--- src/rtl/smsc_pkg.sv ---
/*
 * Shared constants, types and decode helpers of the serial controller.
 * Assumes a 12-bit AXI4-Lite byte address and 8-bit registers.
 */
package smsc_pkg;

  // ------------------------------------------------------------------
  // Register map.
  // ------------------------------------------------------------------
  localparam int              ADDR_W    = 12;
  localparam logic [7:0]      IDX_CTRL  = 8'hF3;
  localparam logic [7:0]      IDX_STAT  = 8'hF4;
  localparam logic [7:0]      IDX_DATA  = 8'hF5;
  localparam logic [11:0]     ADDR_CTRL = {2'b00, IDX_CTRL, 2'b00};
  localparam logic [11:0]     ADDR_STAT = {2'b00, IDX_STAT, 2'b00};
  localparam logic [11:0]     ADDR_DATA = {2'b00, IDX_DATA, 2'b00};
  localparam logic [7:0]      CTRL_RESET = 8'h00;
  localparam logic [7:0]      DATA_RESET = 8'h00;
  localparam logic [1:0]      RESP_OKAY   = 2'h0;
  localparam logic [1:0]      RESP_SLVERR = 2'h2;

  // ------------------------------------------------------------------
  // Field positions.
  // ------------------------------------------------------------------
  localparam int CTRL_SELECT_OUTPUT_ENABLE = 7;
  localparam int CTRL_EN   = 6;
  localparam int CTRL_LSB  = 5;
  localparam int CTRL_MASTER_ROLE = 4;
  localparam int CTRL_CLOCK_IDLE_LEVEL = 3;
  localparam int CTRL_SAMPLE_EDGE_SELECT = 2;
  localparam int CTRL_RHI  = 1;
  localparam int CTRL_RLO  = 0;
  localparam int STAT_DONE = 7;
  localparam int STAT_WCOL = 6;
  localparam int STAT_OVF  = 5;
  localparam int STAT_ROLE_FAULT_FLAG = 4;
  localparam int STAT_DMF  = 3;

  // ------------------------------------------------------------------
  // Timing.
  // ------------------------------------------------------------------
  localparam logic [6:0] HALF_DIV16  = 7'h08;
  localparam logic [6:0] HALF_DIV32  = 7'h10;
  localparam logic [6:0] HALF_DIV64  = 7'h20;
  localparam logic [6:0] HALF_DIV128 = 7'h40;
  localparam logic [3:0] LAST_EDGE   = 4'hF;
  localparam int         BYTE_BITS   = 8;

  typedef enum logic {SMSC_IDLE, SMSC_XFER} smsc_state_e;

  // Reports whether a byte address hits one of the three registers.
  function automatic logic smscHit(input logic [ADDR_W-1:0] a);
    logic [ADDR_W-1:0] w;
    w = {a[ADDR_W-1:2], 2'b00};
    return (w == ADDR_CTRL) || (w == ADDR_STAT) || (w == ADDR_DATA);
  endfunction

endpackage

--- src/rtl/smsc_rate_div.sv ---
/*
 * Half-period tick generator for the master shift clock.
 * Assumes run is held high for the whole of a master transfer.
 */
`timescale 1ns/100ps
module smsc_rate_div
  import smsc_pkg::*;
(
  input  wire logic       ref_clk,
  input  wire logic       resetn,
  input  wire logic       run,
  input  wire logic [1:0] rateSel,
  output logic            tick
);

  typedef struct packed {
    logic [6:0] cnt;
  } smsc_div_s;

  smsc_div_s stateReg;
  smsc_div_s stateNext;
  logic [6:0] halfCnt;

  // Maps the rate code onto half of the divide ratio.
  function automatic logic [6:0] halfOf(input logic [1:0] code);
    case (code)
      2'b00:   return HALF_DIV16;
      2'b01:   return HALF_DIV32;
      2'b10:   return HALF_DIV64;
      default: return HALF_DIV128;
    endcase
  endfunction

  assign halfCnt = halfOf(rateSel);
  assign tick    = run && (stateReg.cnt == halfCnt - 7'h01);

  always_comb begin
    stateNext = stateReg;
    if (!run || tick) begin
      stateNext.cnt = 7'h00;
    end else begin
      stateNext.cnt = stateReg.cnt + 7'h01;
    end
  end

  always_ff @(posedge ref_clk or negedge resetn) begin
    if (!resetn) begin
      stateReg <= '0;
    end else begin
      stateReg <= stateNext;
    end
  end

endmodule // smsc_rate_div

--- src/rtl/smsc_axil_slave.sv ---
/*
 * AXI4-Lite slave front end: one write and one read at a time.
 * Assumes the parent decodes wrEn into register writes and
 * supplies rdData combinationally for rdAddr.
 */
`timescale 1ns/100ps
module smsc_axil_slave
  import smsc_pkg::*;
(
  input  wire logic              ref_clk,
  input  wire logic              resetn,
  input  wire logic [ADDR_W-1:0] s_axi_awaddr,
  input  wire logic              s_axi_awvalid,
  output logic                   s_axi_awready,
  input  wire logic [31:0]       s_axi_wdata,
  input  wire logic [3:0]        s_axi_wstrb,
  input  wire logic              s_axi_wvalid,
  output logic                   s_axi_wready,
  output logic [1:0]             s_axi_bresp,
  output logic                   s_axi_bvalid,
  input  wire logic              s_axi_bready,
  input  wire logic [ADDR_W-1:0] s_axi_araddr,
  input  wire logic              s_axi_arvalid,
  output logic                   s_axi_arready,
  output logic [31:0]            s_axi_rdata,
  output logic [1:0]             s_axi_rresp,
  output logic                   s_axi_rvalid,
  input  wire logic              s_axi_rready,
  output logic                   wrEn,
  output logic [ADDR_W-1:0]      wrAddr,
  output logic [7:0]             wrData,
  output logic [ADDR_W-1:0]      rdAddr,
  input  wire logic [7:0]        rdData
);

  typedef struct packed {
    logic [ADDR_W-1:0] awAddr;
    logic              awHave;
    logic [7:0]        wData;
    logic              wLane0;
    logic              wHave;
    logic              bValid;
    logic [1:0]        bResp;
    logic              rValid;
    logic [1:0]        rResp;
    logic [31:0]       rData;
  } smsc_axi_s;

  smsc_axi_s stateReg;
  smsc_axi_s stateNext;

  assign s_axi_awready = !stateReg.awHave && !stateReg.bValid;
  assign s_axi_wready  = !stateReg.wHave && !stateReg.bValid;
  assign s_axi_arready = !stateReg.rValid;
  assign s_axi_bvalid  = stateReg.bValid;
  assign s_axi_bresp   = stateReg.bResp;
  assign s_axi_rvalid  = stateReg.rValid;
  assign s_axi_rresp   = stateReg.rResp;
  assign s_axi_rdata   = stateReg.rData;
  assign wrAddr        = stateReg.awAddr;
  assign wrData        = stateReg.wData;
  assign rdAddr        = s_axi_araddr;
  assign wrEn = stateReg.awHave && stateReg.wHave && stateReg.wLane0 &&
                smscHit(stateReg.awAddr);

  always_comb begin
    stateNext = stateReg;
    if (s_axi_awvalid && s_axi_awready) begin
      stateNext.awAddr = s_axi_awaddr;
      stateNext.awHave = 1'b1;
    end
    if (s_axi_wvalid && s_axi_wready) begin
      stateNext.wData  = s_axi_wdata[7:0];
      stateNext.wLane0 = s_axi_wstrb[0];
      stateNext.wHave  = 1'b1;
    end
    if (stateReg.awHave && stateReg.wHave) begin
      stateNext.awHave = 1'b0;
      stateNext.wHave  = 1'b0;
      stateNext.bValid = 1'b1;
      stateNext.bResp  = smscHit(stateReg.awAddr) ? RESP_OKAY : RESP_SLVERR;
    end
    if (stateReg.bValid && s_axi_bready) begin
      stateNext.bValid = 1'b0;
    end
    if (s_axi_arvalid && s_axi_arready) begin
      stateNext.rValid = 1'b1;
      stateNext.rResp  = smscHit(s_axi_araddr) ? RESP_OKAY : RESP_SLVERR;
      stateNext.rData  = {24'h00_0000, rdData};
    end else if (stateReg.rValid && s_axi_rready) begin
      stateNext.rValid = 1'b0;
    end
  end

  always_ff @(posedge ref_clk or negedge resetn) begin
    if (!resetn) begin
      stateReg <= '0;
    end else begin
      stateReg <= stateNext;
    end
  end

endmodule // smsc_axil_slave

--- src/rtl/smsc_core.sv ---
/*
 * Serial peripheral controller, master or slave, one byte a transfer,
 * with its register file behind an AXI4-Lite slave.
 * Assumes all pin inputs are synchronous to ref_clk and that the pad
 * logic resolves each pin from its output enable.
 */
// Function
// - Master bit rate at most clock/16, slave at most clock/4.
// - Transmit buffer is the shifter; receive has a separate read buffer.
// - New transmit data is refused while a transfer runs.
// - Each finished byte moves into the read buffer unless done is still set; then the overflow flag is set instead.
// - Master drives MOSI, samples MISO; slave drives MISO, samples MOSI.
// - Shift clock is output as master, input as slave.
// - Master makes exactly eight shift clock cycles per byte.
// - Slave works only while select is low; one slave selected.
// - Master select pin: general I/O, fault input or automatic output.
// - Transfer swaps master and slave shift register contents.
// - Bit order MSB first by default, LSB first on request.
// - Select output drives low per transfer when master and fault-off; the code also requires control bits 6 and 7 set.
// - Control bit 6 enables the interface; the shift clock output enable follows bit 4 alone.
// - Control bit 4 picks master (1) or slave (0).
// - Control bit 3 gives the idle shift clock level.
// - Control bit 2 picks first or second edge for sampling.
// - Done flag set by hardware, cleared by software, blocks data writes.
// - Master data write starts a transfer.
// - Master with fault detect on sets fault flag on low select.
// - Slave select rising mid-byte aborts, fills rest with ones.
`timescale 1ns/100ps
module smsc_core
  import smsc_pkg::*;
(
  input  wire logic              ref_clk,
  input  wire logic              resetn,
  input  wire logic [ADDR_W-1:0] s_axi_awaddr,
  input  wire logic              s_axi_awvalid,
  output logic                   s_axi_awready,
  input  wire logic [31:0]       s_axi_wdata,
  input  wire logic [3:0]        s_axi_wstrb,
  input  wire logic              s_axi_wvalid,
  output logic                   s_axi_wready,
  output logic [1:0]             s_axi_bresp,
  output logic                   s_axi_bvalid,
  input  wire logic              s_axi_bready,
  input  wire logic [ADDR_W-1:0] s_axi_araddr,
  input  wire logic              s_axi_arvalid,
  output logic                   s_axi_arready,
  output logic [31:0]            s_axi_rdata,
  output logic [1:0]             s_axi_rresp,
  output logic                   s_axi_rvalid,
  input  wire logic              s_axi_rready,
  input  wire logic              sclkIn,
  output logic                   sclkOut,
  output logic                   sclkOe,
  input  wire logic              mosiIn,
  output logic                   mosiOut,
  output logic                   mosiOe,
  input  wire logic              misoIn,
  output logic                   misoOut,
  output logic                   misoOe,
  input  wire logic              selectIn,
  output logic                   selectOut,
  output logic                   selectOe
);

  // ------------------------------------------------------------------
  // State.
  // ------------------------------------------------------------------
  typedef struct packed {
    logic [7:0]  ctrl;
    logic        done;
    logic        wcol;
    logic        ovf;
    logic        role_fault_flag;
    logic        dmf;
    logic [7:0]  shreg;
    logic [7:0]  rdBuf;
    smsc_state_e st;
    logic [3:0]  edgeCnt;
    logic [3:0]  sampCnt;
    logic        outBit;
    logic        sclkLvl;
    logic        selLvl;
    logic        sclkPrev;
  } smsc_core_s;

  smsc_core_s stateReg;
  smsc_core_s stateNext;

  logic              wrEn;
  logic [ADDR_W-1:0] wrAddr;
  logic [7:0]        wrData;
  logic [ADDR_W-1:0] rdAddr;
  logic [7:0]        rdData;
  logic              tick;
  logic              en;
  logic              master_role;
  logic              lsb;
  logic              sample_edge_select;
  logic              xfer;
  logic              dataWr;
  logic              ctrlWr;
  logic              statWr;
  logic              edgeEv;
  logic              sampleEv;
  logic              lastEdge;
  logic              slvAbort;
  logic              faultHit;
  logic              mstStart;
  logic              inBit;
  logic [7:0]        shSample;
  logic [7:0]        statRd;

  assign en    = stateReg.ctrl[CTRL_EN];
  assign master_role  = stateReg.ctrl[CTRL_MASTER_ROLE];
  assign lsb   = stateReg.ctrl[CTRL_LSB];
  assign sample_edge_select  = stateReg.ctrl[CTRL_SAMPLE_EDGE_SELECT];
  assign xfer  = (stateReg.st == SMSC_XFER);

  // ------------------------------------------------------------------
  // Helpers.
  // ------------------------------------------------------------------
  // Shifts one received bit into the byte in the chosen order.
  function automatic logic [7:0] shiftIn(input logic [7:0] sh,
                                         input logic       b,
                                         input logic       lsbF);
    return lsbF ? {b, sh[7:1]} : {sh[6:0], b};
  endfunction

  // Picks the bit that leaves the shifter next.
  function automatic logic firstBit(input logic [7:0] sh,
                                    input logic       lsbF);
    return lsbF ? sh[0] : sh[7];
  endfunction

  // Completes an aborted byte by shifting in ones for the missing bits.
  function automatic logic [7:0] fillOnes(input logic [7:0] sh,
                                          input logic [3:0] got,
                                          input logic       lsbF);
    logic [7:0] r;
    r = sh;
    for (int i = 0; i < BYTE_BITS; i++) begin
      if (i >= int'(got)) begin
        r = shiftIn(r, 1'b1, lsbF);
      end
    end
    return r;
  endfunction

  // ------------------------------------------------------------------
  // Bus front end and rate divider.
  // ------------------------------------------------------------------
  smsc_axil_slave u_bus (
    .ref_clk       (ref_clk),
    .resetn        (resetn),
    .s_axi_awaddr  (s_axi_awaddr),
    .s_axi_awvalid (s_axi_awvalid),
    .s_axi_awready (s_axi_awready),
    .s_axi_wdata   (s_axi_wdata),
    .s_axi_wstrb   (s_axi_wstrb),
    .s_axi_wvalid  (s_axi_wvalid),
    .s_axi_wready  (s_axi_wready),
    .s_axi_bresp   (s_axi_bresp),
    .s_axi_bvalid  (s_axi_bvalid),
    .s_axi_bready  (s_axi_bready),
    .s_axi_araddr  (s_axi_araddr),
    .s_axi_arvalid (s_axi_arvalid),
    .s_axi_arready (s_axi_arready),
    .s_axi_rdata   (s_axi_rdata),
    .s_axi_rresp   (s_axi_rresp),
    .s_axi_rvalid  (s_axi_rvalid),
    .s_axi_rready  (s_axi_rready),
    .wrEn          (wrEn),
    .wrAddr        (wrAddr),
    .wrData        (wrData),
    .rdAddr        (rdAddr),
    .rdData        (rdData)
  );

  smsc_rate_div u_div (
    .ref_clk (ref_clk),
    .resetn  (resetn),
    .run     (xfer && master_role && en),
    .rateSel (stateReg.ctrl[CTRL_RHI:CTRL_RLO]),
    .tick    (tick)
  );

  // ------------------------------------------------------------------
  // Decode and event terms.
  // ------------------------------------------------------------------
  assign ctrlWr = wrEn && (wrAddr[ADDR_W-1:2] == ADDR_CTRL[ADDR_W-1:2]);
  assign statWr = wrEn && (wrAddr[ADDR_W-1:2] == ADDR_STAT[ADDR_W-1:2]);
  assign dataWr = wrEn && (wrAddr[ADDR_W-1:2] == ADDR_DATA[ADDR_W-1:2]);

  assign statRd = {stateReg.done, stateReg.wcol, stateReg.ovf,
                   stateReg.role_fault_flag, stateReg.dmf, 3'b000};
  always_comb begin
    if (rdAddr[ADDR_W-1:2] == ADDR_CTRL[ADDR_W-1:2]) begin
      rdData = stateReg.ctrl;
    end else if (rdAddr[ADDR_W-1:2] == ADDR_STAT[ADDR_W-1:2]) begin
      rdData = statRd;
    end else if (rdAddr[ADDR_W-1:2] == ADDR_DATA[ADDR_W-1:2]) begin
      rdData = stateReg.rdBuf;
    end else begin
      rdData = 8'h00;
    end
  end

  assign faultHit = en && master_role && !stateReg.dmf && !selectIn;
  assign mstStart = dataWr && en && master_role && !xfer && !stateReg.done &&
                    !faultHit;
  assign inBit    = master_role ? misoIn : mosiIn;
  assign edgeEv   = xfer && (master_role ? tick
                             : (sclkIn != stateReg.sclkPrev));
  assign sampleEv = edgeEv && (stateReg.edgeCnt[0] == sample_edge_select);
  assign lastEdge = edgeEv && (stateReg.edgeCnt == LAST_EDGE);
  assign slvAbort = xfer && !master_role && selectIn;
  assign shSample = sampleEv ? shiftIn(stateReg.shreg, inBit, lsb)
                             : stateReg.shreg;

  // ------------------------------------------------------------------
  // Next state.
  // ------------------------------------------------------------------
  always_comb begin
    stateNext          = stateReg;
    stateNext.sclkPrev = sclkIn;
    if (ctrlWr) begin
      stateNext.ctrl = wrData;
    end
    if (statWr) begin
      stateNext.done = stateReg.done & wrData[STAT_DONE];
      stateNext.wcol = stateReg.wcol & wrData[STAT_WCOL];
      stateNext.ovf  = stateReg.ovf  & wrData[STAT_OVF];
      stateNext.role_fault_flag = stateReg.role_fault_flag & wrData[STAT_ROLE_FAULT_FLAG];
      stateNext.dmf  = wrData[STAT_DMF];
    end
    if (faultHit) begin
      stateNext.role_fault_flag = 1'b1;
    end
    if (dataWr && en && xfer) begin
      stateNext.wcol = 1'b1;
    end
    if (!en) begin
      stateNext.st      = SMSC_IDLE;
      stateNext.sclkLvl = stateReg.ctrl[CTRL_CLOCK_IDLE_LEVEL];
      stateNext.outBit  = firstBit(stateReg.shreg, lsb);
    end else if (!xfer) begin
      stateNext.sclkLvl = stateReg.ctrl[CTRL_CLOCK_IDLE_LEVEL];
      stateNext.edgeCnt = 4'h0;
      stateNext.sampCnt = 4'h0;
      stateNext.outBit  = firstBit(stateReg.shreg, lsb);
      if (mstStart) begin
        stateNext.shreg  = wrData;
        stateNext.outBit = firstBit(wrData, lsb);
        stateNext.st     = SMSC_XFER;
      end else if (dataWr && !stateReg.done) begin
        stateNext.shreg  = wrData;
        stateNext.outBit = firstBit(wrData, lsb);
      end
      if (!master_role && !selectIn) begin
        stateNext.st = SMSC_XFER;
      end
    end else if (slvAbort) begin
      stateNext.shreg = fillOnes(stateReg.shreg, stateReg.sampCnt,
                                 lsb);
      stateNext.st    = SMSC_IDLE;
    end else if (edgeEv) begin
      stateNext.edgeCnt = stateReg.edgeCnt + 4'h1;
      stateNext.shreg   = shSample;
      if (master_role) begin
        stateNext.sclkLvl = !stateReg.sclkLvl;
      end
      if (sampleEv) begin
        stateNext.sampCnt = stateReg.sampCnt + 4'h1;
      end else begin
        stateNext.outBit = firstBit(stateReg.shreg, lsb);
      end
      if (lastEdge) begin
        stateNext.st   = SMSC_IDLE;
        stateNext.done = 1'b1;
        if (stateReg.done) begin
          stateNext.ovf = 1'b1;
        end else begin
          stateNext.rdBuf = shSample;
        end
      end
    end
  end

  always_ff @(posedge ref_clk or negedge resetn) begin
    if (!resetn) begin
      stateReg        <= '0;
      stateReg.ctrl   <= CTRL_RESET;
      stateReg.rdBuf  <= DATA_RESET;
      stateReg.selLvl <= 1'b1;
    end else begin
      stateReg        <= stateNext;
      stateReg.selLvl <= (stateNext.st != SMSC_XFER);
    end
  end

  // ------------------------------------------------------------------
  // Pins.
  // ------------------------------------------------------------------
  assign sclkOut   = stateReg.sclkLvl;
  assign sclkOe    = master_role;
  assign mosiOut   = stateReg.outBit;
  assign mosiOe    = en && master_role;
  assign misoOut   = stateReg.outBit;
  assign misoOe    = en && !master_role && !selectIn;
  assign selectOut = stateReg.selLvl;
  assign selectOe  = en && master_role && stateReg.dmf &&
                     stateReg.ctrl[CTRL_SELECT_OUTPUT_ENABLE];
endmodule // smsc_core

--- config.mk ---
export PLATFORM = sky130hd
export DESIGN_NAME = smsc_core
export DESIGN_NICKNAME = d
export VERILOG_FILES = /design/src/rtl/smsc_pkg.sv /design/src/rtl/smsc_rate_div.sv /design/src/rtl/smsc_axil_slave.sv /design/src/rtl/smsc_core.sv
export SDC_FILE = /design/constraint.sdc
export NUM_CORES = 1
export LEC_CHECK = 0
export BUFFER_PORTS_ARGS = -buffer_cell sky130_fd_sc_hd__buf_2
export CAP_MARGIN = 25
export CORE_MARGIN = 10
export CORE_UTILIZATION = 42
export CTS_CLUSTER_DIAMETER = 200
export DETAILED_ROUTE_END_ITERATION = 8
export GPL_TIMING_DRIVEN = 0
export PLACE_DENSITY_LB_ADDON = 0.05
export SLEW_MARGIN = 20
export SYNTH_ARGS = -nofsm -noshare
export SYNTH_HDL_FRONTEND = slang
export SYNTH_SLANG_ARGS = --single-unit
--- constraint.sdc ---
create_clock -name ref_clk -period 3.8 [get_ports ref_clk]
set_input_delay 0.57 -clock ref_clk [delete_from_list [all_inputs] [get_ports ref_clk]]
set_output_delay 0.57 -clock ref_clk [all_outputs]
set_load 0.05 [all_outputs]
# Yosys cells after proc, flatten, opt, wreduce, memory -nomap -nowiden
# Cells that the tools add are included.
# word_totals
wordCells	204
out_inout_bits	49
regBits	86
input_bits	71
# op_classes
reduce_logical	67
bitwise	7
mux	72
n_lt_le_gt_ge	8
addsub	4
eq_ne	20
# ops
operator	count
two-way mux 8 bit	29
equality test 10 x 8 -> 1 bit (second input constant)	6
logical AND 1 bit	36
two-way mux 1 bit	31
two-way mux 27 bit	1
one-hot mux 7 bit (3 select lines)	1
>= comparator 3 x 4 -> 1 bit (first input constant)	4
zero test 1 bit	12
AND reduction 3 bit	4
nonzero test 2 bit	6
two-way mux 11 bit	1
two-way mux 10 bit	1
two-way mux 9 bit	1
!= test 3 bit (second input constant)	3
adder 4 x 1 -> 4 bit (second input constant)	2
>= comparator 1 x 4 -> 1 bit (first input constant)	2
>= comparator 2 x 4 -> 1 bit (first input constant)	2
two-way mux 4 bit	2
adder 7 x 1 -> 7 bit (second input constant)	1
equality test 7 bit	1
two-way mux 7 bit	1
subtractor 7 x 1 -> 7 bit (second input constant)	1
two-way mux 2 bit	3
AND reduction 6 bit	1
other kinds (16)	26

# Longest topological paths before layout
# Gate-level depths: netlist (run 1).
# depth
ltp_word	21
mapped_depth	14
mapped_depth_nobuf	11

# Cells and area by module
# A second synthesis (run 1) with hierarchy kept.
# unflattened
hier_cells	696
area_unflattened_um2	6233.5
# by_module_without_submodules
mod	cells_per_inst	instances	area_per_inst_um2	seq_area_each_um2
smsc_core	492	1	3873.7	1052.3
smsc_axil_slave	162	1	1931.9	875.8
smsc_rate_div	42	1	427.9	175.2

# Worst setup path before layout (run 1)
# No wires, ideal clock.
# synth_timing
kind	flip-flop to flip-flop
from	register stateReg[5] (netlist bit)
to	register stateReg[26] (netlist bit)
t_arrival_ps	2756
path_slack_ps	962
stages_incl_launch_ff	13
n_path_buf	1
period_less_slack_ps	2838
setup_ps	82
cell_sequence	dfrtp_1 buf_6 inv_1 ha_1 nor3b_4 mux2_2 a211oi_1 a211oi_1 nor2_1 o21ai_0 a2111oi_2 o31ai_1 a31oi_1
# synth_via
elab_chain_len	21
word_cells_on_any_way	28
cone_classes	8 x order compare; 20 x mux
# synth_rtl
element	line	rtl
from (decl)	smsc_core.sv:86	smsc_core_s stateReg;
from (signal assigned)	smsc_core.sv:296	stateReg <= stateNext;
>= comparator 1 x 4 -> 1 bit	smsc_core.sv:142	if (i >= int'(got)) begin
two-way mux 8 bit	smsc_core.sv:142	
two-way mux 8 bit	smsc_core.sv:126	return lsbF ? {b, sh[7:1]} : {sh[6:0], b};
two-way mux 8 bit	smsc_core.sv:142	
two-way mux 8 bit	smsc_core.sv:126	
two-way mux 8 bit	smsc_core.sv:142	
two-way mux 8 bit	smsc_core.sv:126	
two-way mux 8 bit	smsc_core.sv:142	
[5 not listed]	n/a	
two-way mux 8 bit	smsc_core.sv:126	
two-way mux 8 bit	smsc_core.sv:142	
two-way mux 8 bit	smsc_core.sv:126	
two-way mux 8 bit	smsc_core.sv:142	
two-way mux 8 bit	smsc_core.sv:126	
two-way mux 8 bit (*)	smsc_core.sv:142	
two-way mux 8 bit (*)	smsc_core.sv:262	end else if (slvAbort) begin
two-way mux 8 bit (*)	smsc_core.sv:246	end else if (!xfer) begin
# Mark *: on every way between the ends. The rest lies on a longest branch, timed or not. The select of a mux whose other input is x is not followed.
# A chain may end at the register's enable or synchronous reset.

# Final worst setup path (run 1)
# layout_timing
from	register stateReg[5] (netlist bit)
to	register stateReg[28] (netlist bit)
# Same word-level chain as after synthesis.

==> run metrics, run 1 <==
run status finished clean; Max FO, Critical Path 10; placed instance count 928; Antenna Cells 0; Vias 5497; setup_tns 0 ns; Fmax 277 MHz; RSZ-0062 raised after global routing no; fin util 0.510; Slew @ Worst Pin 0.828 ns; fin cells 945; total track usage 0.198; global-route wire length before repair 29300 um; Worst Setup Start Kind flop; Max-Cap Viols 0; final wirelength 18800 um; pin count of the biggest net entering global routing 49; Crit path largest cell delay 0.45 ns; clk root buf clkbuf_16; initial DRC count 555; width of the die 137 um; final worst path period share 0.950; die area 18900 um^2; num rows 42; most frequent CP cell o21ai_0; yosys warns 0; vias per cell 5.82; clock sink count 82; DR pass1 iterations 5; Final Hold Viols 0; Clock transition at path regs 0.07 ns; ys async rst share 1.00; Area Overhead vs Synth 17.8%; post-synth top area cell dfrtp_1; nets@finish 840; VDD IR max 0.575 mV; vertical die dimension 137 um; # port buffers 62; Placed Area 6450 um^2; Netlist cell types 85; gr ovfl total 0; cts hold-fix bufs 0; fin. max-slew vios 0; syn avg cell area 8.73 um^2; initial core utilization 0.432; PD cells 411 nW/um^2; H-tree levels 3; Pleak 2.98 nW; number of global-route vias before repair 5334; fillers 1305; number of synthesized register bits 82; Worst path slowest cell dfrtp_1; Slew HR 0.446; DRT antenna net count 0; share of the synthesized area in the top cell type 0.350; main flop type after synthesis dfrtp_1; area occupied by multi-input gates 3370 um^2; placer congestion estimate 0.953; CP Capture Type flop; Post-CTS Setup Bufs 0; Seq. cell area 2050 um^2; post-layout min period 3.61 ns; Remaining DRCs 0; CTS Buf Count 9; hold crit path type input pin to async pin; share of cells above drive strength 1 0.270; later-pin clock latency in the skew report 0.35 ns; Final HPWL DP 14400 um; Mapped Cells 664; crit path DAT 3.80 ns; DR WL/cell 19.9 um; Worst Skew 0.0113 ns; Synth Cell Area 5800 um^2; post_cts resized 0; final setup vio count 0; post-route cell area 6830 um^2; critical-path cell list buf_6 -> inv_1 -> ha_1 -> nor3b_4 -> mux2i_2 -> o21ai_0 -> o31ai_2 -> o21ai_0 -> a31oi_1 -> nor2_1 -> o21ai_0 -> a21oi_1; Critical Path RT 3.99 ns; CTS tree done; # IOs 120; Core Box Area 13400 um^2; Setup Crit Path Kind flop to flop; initial antenna violation count 0; ranking of synthesized cells by area dfrtp_1 (35%), mux2_2 (8.7%), buf_4 (5.1%); Max Buffers Root-to-Sink 2; Seq/Total Area, Yosys 0.354; Post-synth EDFFs 0
==> worst max-delay path: cells and delay by family (launching register included) <==
family / cells / cell delay [ns]
flops: 1 / 0.45
compound gates: 6 / 1.50
simple gates: 2 / 0.48
buf+inv: 2 / 0.36
fa+ha+maj: 1 / 0.26
mux: 1 / 0.39
==> metal layers <==
| metal | vias up | part of all wire | GRT usage |
|---|---|---|---|
| met4 | 0 | 0.024 | 0.0697 |
| met3 | 38 | 0.087 | 0.0532 |
| li1 | 2567 | - | - |
| met1 | 2617 | 0.45 | 0.272 |
| met2 | 275 | 0.44 | 0.291 |
| met5 | - | 0 | 0 |
==> per-stage QoR <==
stage	worst slack, ns	power (mW)	hold slack [ns]
after floorplan	0.962	1.69	0.274
after global placement	0.0348	1.88	0.449
after detailed placement	0.138	1.90	0.459
after CTS	0.124	2.82	0.183
after global routing	0.00797	2.95	0.205
final	0.191	2.80	0.174
==> cells by family (layout without fill, tap and decap cells) <==
logic type               Yosys count  after routing  share of synthesized area
XOR/XNOR                          12             12                     0.0181
adder cells (fa/ha/maj)            5              5                     0.0108
AO/OA/AOI/OAI                    194            194                      0.228
multiplexers                      54             54                      0.103
other                              1             26                   0.000647
buffers and inverters             93            173                     0.0909
AND/OR/NAND/NOR                  223            223                      0.195
flip-flops                        82             82                      0.354
==> area by class of cell <==
| class | count | share of cell area |
|---|---|---|
| tap | 176 | 0.0322 |
| multi-input combinational | 514 | 0.494 |
| clock inverter | 6 | 0.0106 |
| inverter | 20 | 0.0110 |
| timing repair buffer | 64 | 0.0506 |
| sequential | 82 | 0.301 |
| buffer | 73 | 0.0661 |
| clock buffer | 10 | 0.0350 |
==> sequential cells by signal, indices dropped and copies added (netlist names), 3 cells and up <==
register and count:
stateReg 29, u_bus.wrData 8, statRd 5, u_bus.s_axi_rdata 8, u_bus.stateReg 3, u_bus.wrAddr 10, u_div.stateReg 7
==> cell usage after synthesis (all sizes together), types with 8 or more instances <==
cell and n:
nand2 75, buf 50, a211oi 11, o21ai 61
o31ai 11, nor2 62, nor3 10, clkbuf 23
mux2i 9, mux2 45, nand3 16, dfrtp 81
a31oi 14, inv 20, or3 8, a21oi 38
==> power breakdown <==
group | leakage (nW) | total [mW] | internal (mW) | switching [mW]
combinational | 1.79 | 0.746 | 0.310 | 0.436
sequential | 1.03 | 1.15 | 1.01 | 0.135
clock | 0.155 | 0.909 | 0.536 | 0.373
total | 2.98 | 2.80 | 1.86 | 0.944
==> layout by cell type, fill, tap and decap left out, drive strengths merged, types with 4 or more instances in the layout <==
cell	synthesis	routed
buf	50	113
dfrtp	81	81
nand2	75	75
nor2	62	62
o21ai	61	61
mux2	45	45
a21oi	38	38
clkbuf	23	34
conb	1	26
inv	20	23
nand3	16	16
a31oi	14	14
o31ai	11	11
a211oi	11	11
nor3	10	10
mux2i	9	9
or3	8	8
nor2b	7	7
xnor2	6	6
xor2	6	6
nand2b	6	6
o211ai	6	6
nand4	5	5
and3	5	5
o22ai	5	5
a222oi	5	5
ha	5	5
or2	5	5
a221oi	5	5
a21o	4	4
a22oi	4	4
nor4	4	4
==> worst paths after layout <==
check | from | to | slack [ns] | depth (start not counted)
min in group ref_clk | sclkIn | stateReg[0]$_DFF_PN0_ | 0.36 | 1
max | stateReg[5]$_DFFE_PN0P_ | stateReg[28]$_DFFE_PN0P_ | 0.19 | 12
min reg2reg | u_div.stateReg[0]$_DFF_PN0_ | u_div.stateReg[0]$_DFF_PN0_ | 0.46 | 1
max in group asynchronous | resetn | selectOut$_DFF_PN1_ | 2.98 | 2
min | resetn | u_div.stateReg[3]$_DFF_PN0_ | 0.17 | 1
max reg2reg | stateReg[5]$_DFFE_PN0P_ | stateReg[28]$_DFFE_PN0P_ | 0.19 | 12
(Power assumes the default switching activity.)
==> inputs of run 2 (changes only) <==
- CORE_UTILIZATION: 42 -> 56
==> run 2 against run 1 <==
  * Clock skew increased by 0.0049 ns
  * Largest power group unchanged
  * Clock power decreased by 25%
  * Highest routed layer unchanged
  * Sequential power about the same
  * Design area decreased by 2.8%
==> run metrics, run 2 (synthesis results as in run 1) <==
run status finished clean; Placed Area 6390 um^2; total track usage 0.256; Pleak 2.91 nW; Max Buffers Root-to-Sink 2; DRT antenna net count 0; post_cts resized 0; Worst path slowest cell o41ai_1; H-tree levels 3; WP buf/inv 3; area occupied by multi-input gates 3340 um^2; num rows 37; CTS tree done; clk root buf clkbuf_8; CTS Buf Count 9; Vias 5824; nets@finish 839; most flop-heavy register stateReg; placer congestion estimate 0.913; # IOs 120; initial DRC count 682; Remaining DRCs 0; fillers 813; CP Capture Type flop; RSZ-0062 raised after global routing no; initial core utilization 0.569; crit path DAT 4.02 ns; r2r worst-path depth 13; final worst path period share 0.986; Post-CTS Setup Bufs 0; top cell family by delay on the critical path compound AO/OA/AOI/OAI gates; pin count of the biggest net entering global routing 47; Core Box Area 10200 um^2; gr ovfl total 0; Seq. cell area 2050 um^2; critical-path cell list buf_6 -> inv_1 -> ha_1 -> buf_2 -> nand2b_1 -> a21oi_1 -> o41ai_1 -> o21ai_0 -> o21ai_0 -> o21ai_0 -> nor2_1 -> o21ai_0 -> a21oi_1; PD cells 393 nW/um^2; setup_tns 0 ns; final setup vio count 0; width of the die 122 um; share of cells above drive strength 1 0.266; final wirelength 19200 um; post-layout min period 3.75 ns; Worst Skew 0.0162 ns; WHS 0.159 ns; Max-Cap Viols 0; global-route wire length before repair 30200 um; cts hold-fix bufs 0; Worst path depth 13; Slew @ Worst Pin 0.963 ns; Max FO, Critical Path 10; later-pin clock latency in the skew report 0.37 ns; hold crit path type input pin to async pin; most frequent cells in the layout dfrtp_1 (81), nand2_1 (75), buf_2 (67); Area Overhead vs Synth 14.5%; fin. max-slew vios 0; Worst Setup Start Kind flop; Slew HR 0.357; most frequent CP cell o21ai_0; DR WL/cell 21.2 um; vias per cell 6.44; Clock transition at path regs 0.09 ns; vertical die dimension 122 um; Antenna Cells 0; VDD IR max 0.511 mV; clock sink count 82; # port buffers 62; Fmax 267 MHz; die area 14800 um^2; power consumption 2.61 mW; Critical Path RT 4.07 ns; number of global-route vias before repair 5744; DR pass1 iterations 7; post-route cell area 6640 um^2; initial antenna violation count 0; Final HPWL DP 14500 um; Largest register FFs 29; Setup Crit Path Kind flop to flop; Crit path largest cell delay 0.84 ns; Final Hold Viols 0; most common cell after layout, fill and taps aside dfrtp_1
[run 2: worst paths after layout]
path                                             startpoint                           to  slack, ns
worst min-delay path                                 resetn  u_bus.wrAddr[6]$_DFFE_PN0P_       0.16
worst max-delay path                stateReg[5]$_DFFE_PN0P_     stateReg[28]$_DFFE_PN0P_       0.05
worst max register to register      stateReg[5]$_DFFE_PN0P_     stateReg[28]$_DFFE_PN0P_       0.05
worst min register to register  u_div.stateReg[0]$_DFF_PN0_  u_div.stateReg[0]$_DFF_PN0_       0.46
min in group ref_clk                                 sclkIn        stateReg[0]$_DFF_PN0_       0.34
max in group asynchronous                            resetn          selectOut$_DFF_PN1_       2.97
[run 2: final cells by class]
class,instances,share of cell area
timing repair buffer,63,0.0501
sequential,82,0.309
multi-input combinational,514,0.504
buffer,73,0.0680
inverter,20,0.0113
clock inverter,6,0.0109
tap,136,0.0256
clock buffer,10,0.0207
[run 2: stage by stage]
stage | setup slack (ns) | std cells | utilization
2_1_floorplan | 0.962 | 689 | -
3_3_place_gp | 0.0443 | 887 | 0.625
3_5_place_dp | 0.157 | 888 | 0.628
4_1_cts | 0.126 | 904 | 0.648
5_1_grt | 0.0114 | 904 | 0.652
6_report | 0.0537 | 904 | 0.652
[run 2: where the power goes]
part / total [mW] / leakage, nW / switching [mW] / internal (mW)
clock: 0.679 / 0.103 / 0.351 / 0.328
combinational: 0.764 / 1.77 / 0.456 / 0.308
sequential: 1.16 / 1.03 / 0.151 / 1.01
total: 2.61 / 2.91 / 0.957 / 1.65
[run 2: layer usage]
metal | GRT usage | share of wire | vias up
met4 | 0.136 | 0.044 | 0
met3 | 0.0546 | 0.096 | 75
met1 | 0.306 | 0.37 | 2785
met5 | 0 | 0 | -
li1 | - | - | 2563
met2 | 0.424 | 0.49 | 401
==> inputs of run 3 (changes only) <==
- CORE_UTILIZATION: 56 -> 57
- SYNTH_HIERARCHICAL: unset -> 1
==> run 3 against run 2 <==
  * Combinational power fell by 3.3%
  * Critical path type unchanged
  * Die area rose by 3.3%
  * Global-route usage barely moved
  * Routed wire length rose by 3.1%
  * Sequential share of layout area fell by 1.4 points
  * Final cell count rose by 2.5%
  * Utilization rose by 1.6 points
  * Count of clock-buffer cells in the layout fell by 1
  * Sequential power fell by 5%
  * Largest cell class unchanged
  * Highest routed layer unchanged
  * Clock skew fell by 0.0013 ns
==> run metrics, run 3 <==
run status finished clean; final worst path period share 0.952; Setup crit start stateReg[5]$_DFFE_PN0P_; Final Hold Viols 0; Max Buffers Root-to-Sink 2; total track usage 0.256; initial antenna violation count 0; final wirelength 19800 um; num rows 37; Area Overhead vs Synth 13.5%; CTS Buf Count 9; nets@finish 862; most frequent cells in the layout dfrtp_1 (81), buf_2 (72), buf_4 (67); Max FO, Critical Path 10; initial DRC count 629; clock share of power 0.247; hold crit path type input pin to async pin; Slew @ Worst Pin 0.912 ns; Worst Skew 0.0149 ns; power consumption 2.44 mW; Synth Cell Area 6130 um^2; pin count of the biggest net entering global routing 60; Fmax 276 MHz; CP Capture Type flop; Worst path slowest cell a221oi_1; Clock transition at path regs 0.10 ns; DR WL/cell 21.3 um; fin. max-slew vios 0; Critical Path RT 4.10 ns; clk root buf clkbuf_8; Slew HR 0.386; DR pass1 iterations 6; Setup Crit Path Kind flop to flop; top cell family by delay on the critical path compound AO/OA/AOI/OAI gates; clock sink count 82; post-layout min period 3.62 ns; Sw Share 0.344; Final HPWL DP 14900 um; Mapped Cells 688; yosys warns 6; width of the die 124 um; global-route wire length before repair 31100 um; vias per cell 6.42; later-pin clock latency in the skew report 0.37 ns; Crit path largest cell delay 0.56 ns; sequential share of power 0.450; Largest register FFs 29; Remaining DRCs 0; initial core utilization 0.589; VDD IR max 0.452 mV; P_int 1.60 mW; sw power 839 uW; # IOs 120; Max-Cap Viols 0; gr ovfl total 0; vertical die dimension 124 um; final setup vio count 0; share of cells above drive strength 1 0.307; Worst Setup Start Kind flop; die area 15300 um^2; critical-path cell list clkbuf_2 -> inv_1 -> ha_1 -> clkbuf_1 -> nand2b_1 -> a221oi_1 -> nor4_1 -> a211oi_2 -> a21oi_1 -> a2111o_1 -> o21ai_1; Pleak 3.18 nW; # port buffers 62; RR Startpoint stateReg[5]$_DFFE_PN0P_; WP buf/inv 3; most common cell after layout, fill and taps aside dfrtp_1; placer congestion estimate 1.00; PD cells 351 nW/um^2; H-tree levels 3; fin util 0.668; Gate power share 0.303; crit path DAT 3.92 ns; Antenna Cells 0; number of global-route vias before repair 5905; DRT antenna net count 0; most flop-heavy register stateReg; syn avg cell area 8.91 um^2; cts hold-fix bufs 0; Core Box Area 10400 um^2; CTS tree done; Vias 5954
==> run 3: power by group through the flow <==
stage | Clock, mW | Combinational [mW] | Sequential (mW)
floorplan | 0 | 0.555 | 1.10
global placement | 0 | 0.692 | 1.10
detailed placement | 0 | 0.723 | 1.11
CTS | 0.607 | 0.731 | 1.10
global route | 0.639 | 0.782 | 1.12
finish | 0.603 | 0.739 | 1.10
==> run 3: worst paths after layout <==
| check | end | slack (ns) | cells after the start |
|---|---|---|---|
| worst max-delay path | stateReg[24]$_DFFE_PN0P_ | 0.18 | 11 |
| worst min-delay path | stateReg[9]$_DFFE_PN0P_ | 0.11 | 1 |
| worst max register to register | stateReg[24]$_DFFE_PN0P_ | 0.18 | 11 |
| worst min register to register | u_bus/s_axi_rdata[7]$_DFFE_PN0P_ | 0.51 | 1 |
| max in group asynchronous | selectOut$_DFF_PN1_ | 3.03 | 2 |
| min in group ref_clk | stateReg[0]$_DFF_PN0_ | 0.34 | 1 |
==> run 3: cell type report <==
| cell class | instances | area, um^2 |
|---|---|---|
| plain buffers | 106 | 686 |
| clock buffers | 9 | 124 |
| clock inverters | 7 | 57.6 |
| fillers | 828 | 3460 |
| inverters | 19 | 71.3 |
| multi-input cells | 505 | 3460 |
| flip-flops and latches | 82 | 2050 |
| well taps | 136 | 170 |
| repair buffers | 63 | 340 |
==> run 3: timing repair <==
action,CTS,global route
setup endpoints to repair,10,15
resized for setup,2,8
buffers inserted,0,0
==> run 3: layer usage <==
metal  wire, um  GRT usage  vias to the layer above
met1       7650      0.325                     2828
met4        733      0.116                        0
met5          0          0                        -
met3       2090     0.0579                       61
li1           -          -                     2636
met2       9310      0.407                      429
==> run 3: per-stage QoR <==
step | setup slack [ns] | instance area [um^2] | TNS (ns) | hold WS [ns] | instances
after floorplan | 0.678 | 6220 | 0 | 0.274 | 713
after global placement | -0.0232 | 6710 | -0.128 | 0.492 | 911
after detailed placement | -0.110 | 6740 | -0.628 | 0.497 | 912
after CTS | 0.108 | 6920 | 0 | 0.111 | 928
after global routing | -0.0217 | 6960 | -0.0217 | 0.120 | 927
final | 0.183 | 6960 | 0 | 0.114 | 927
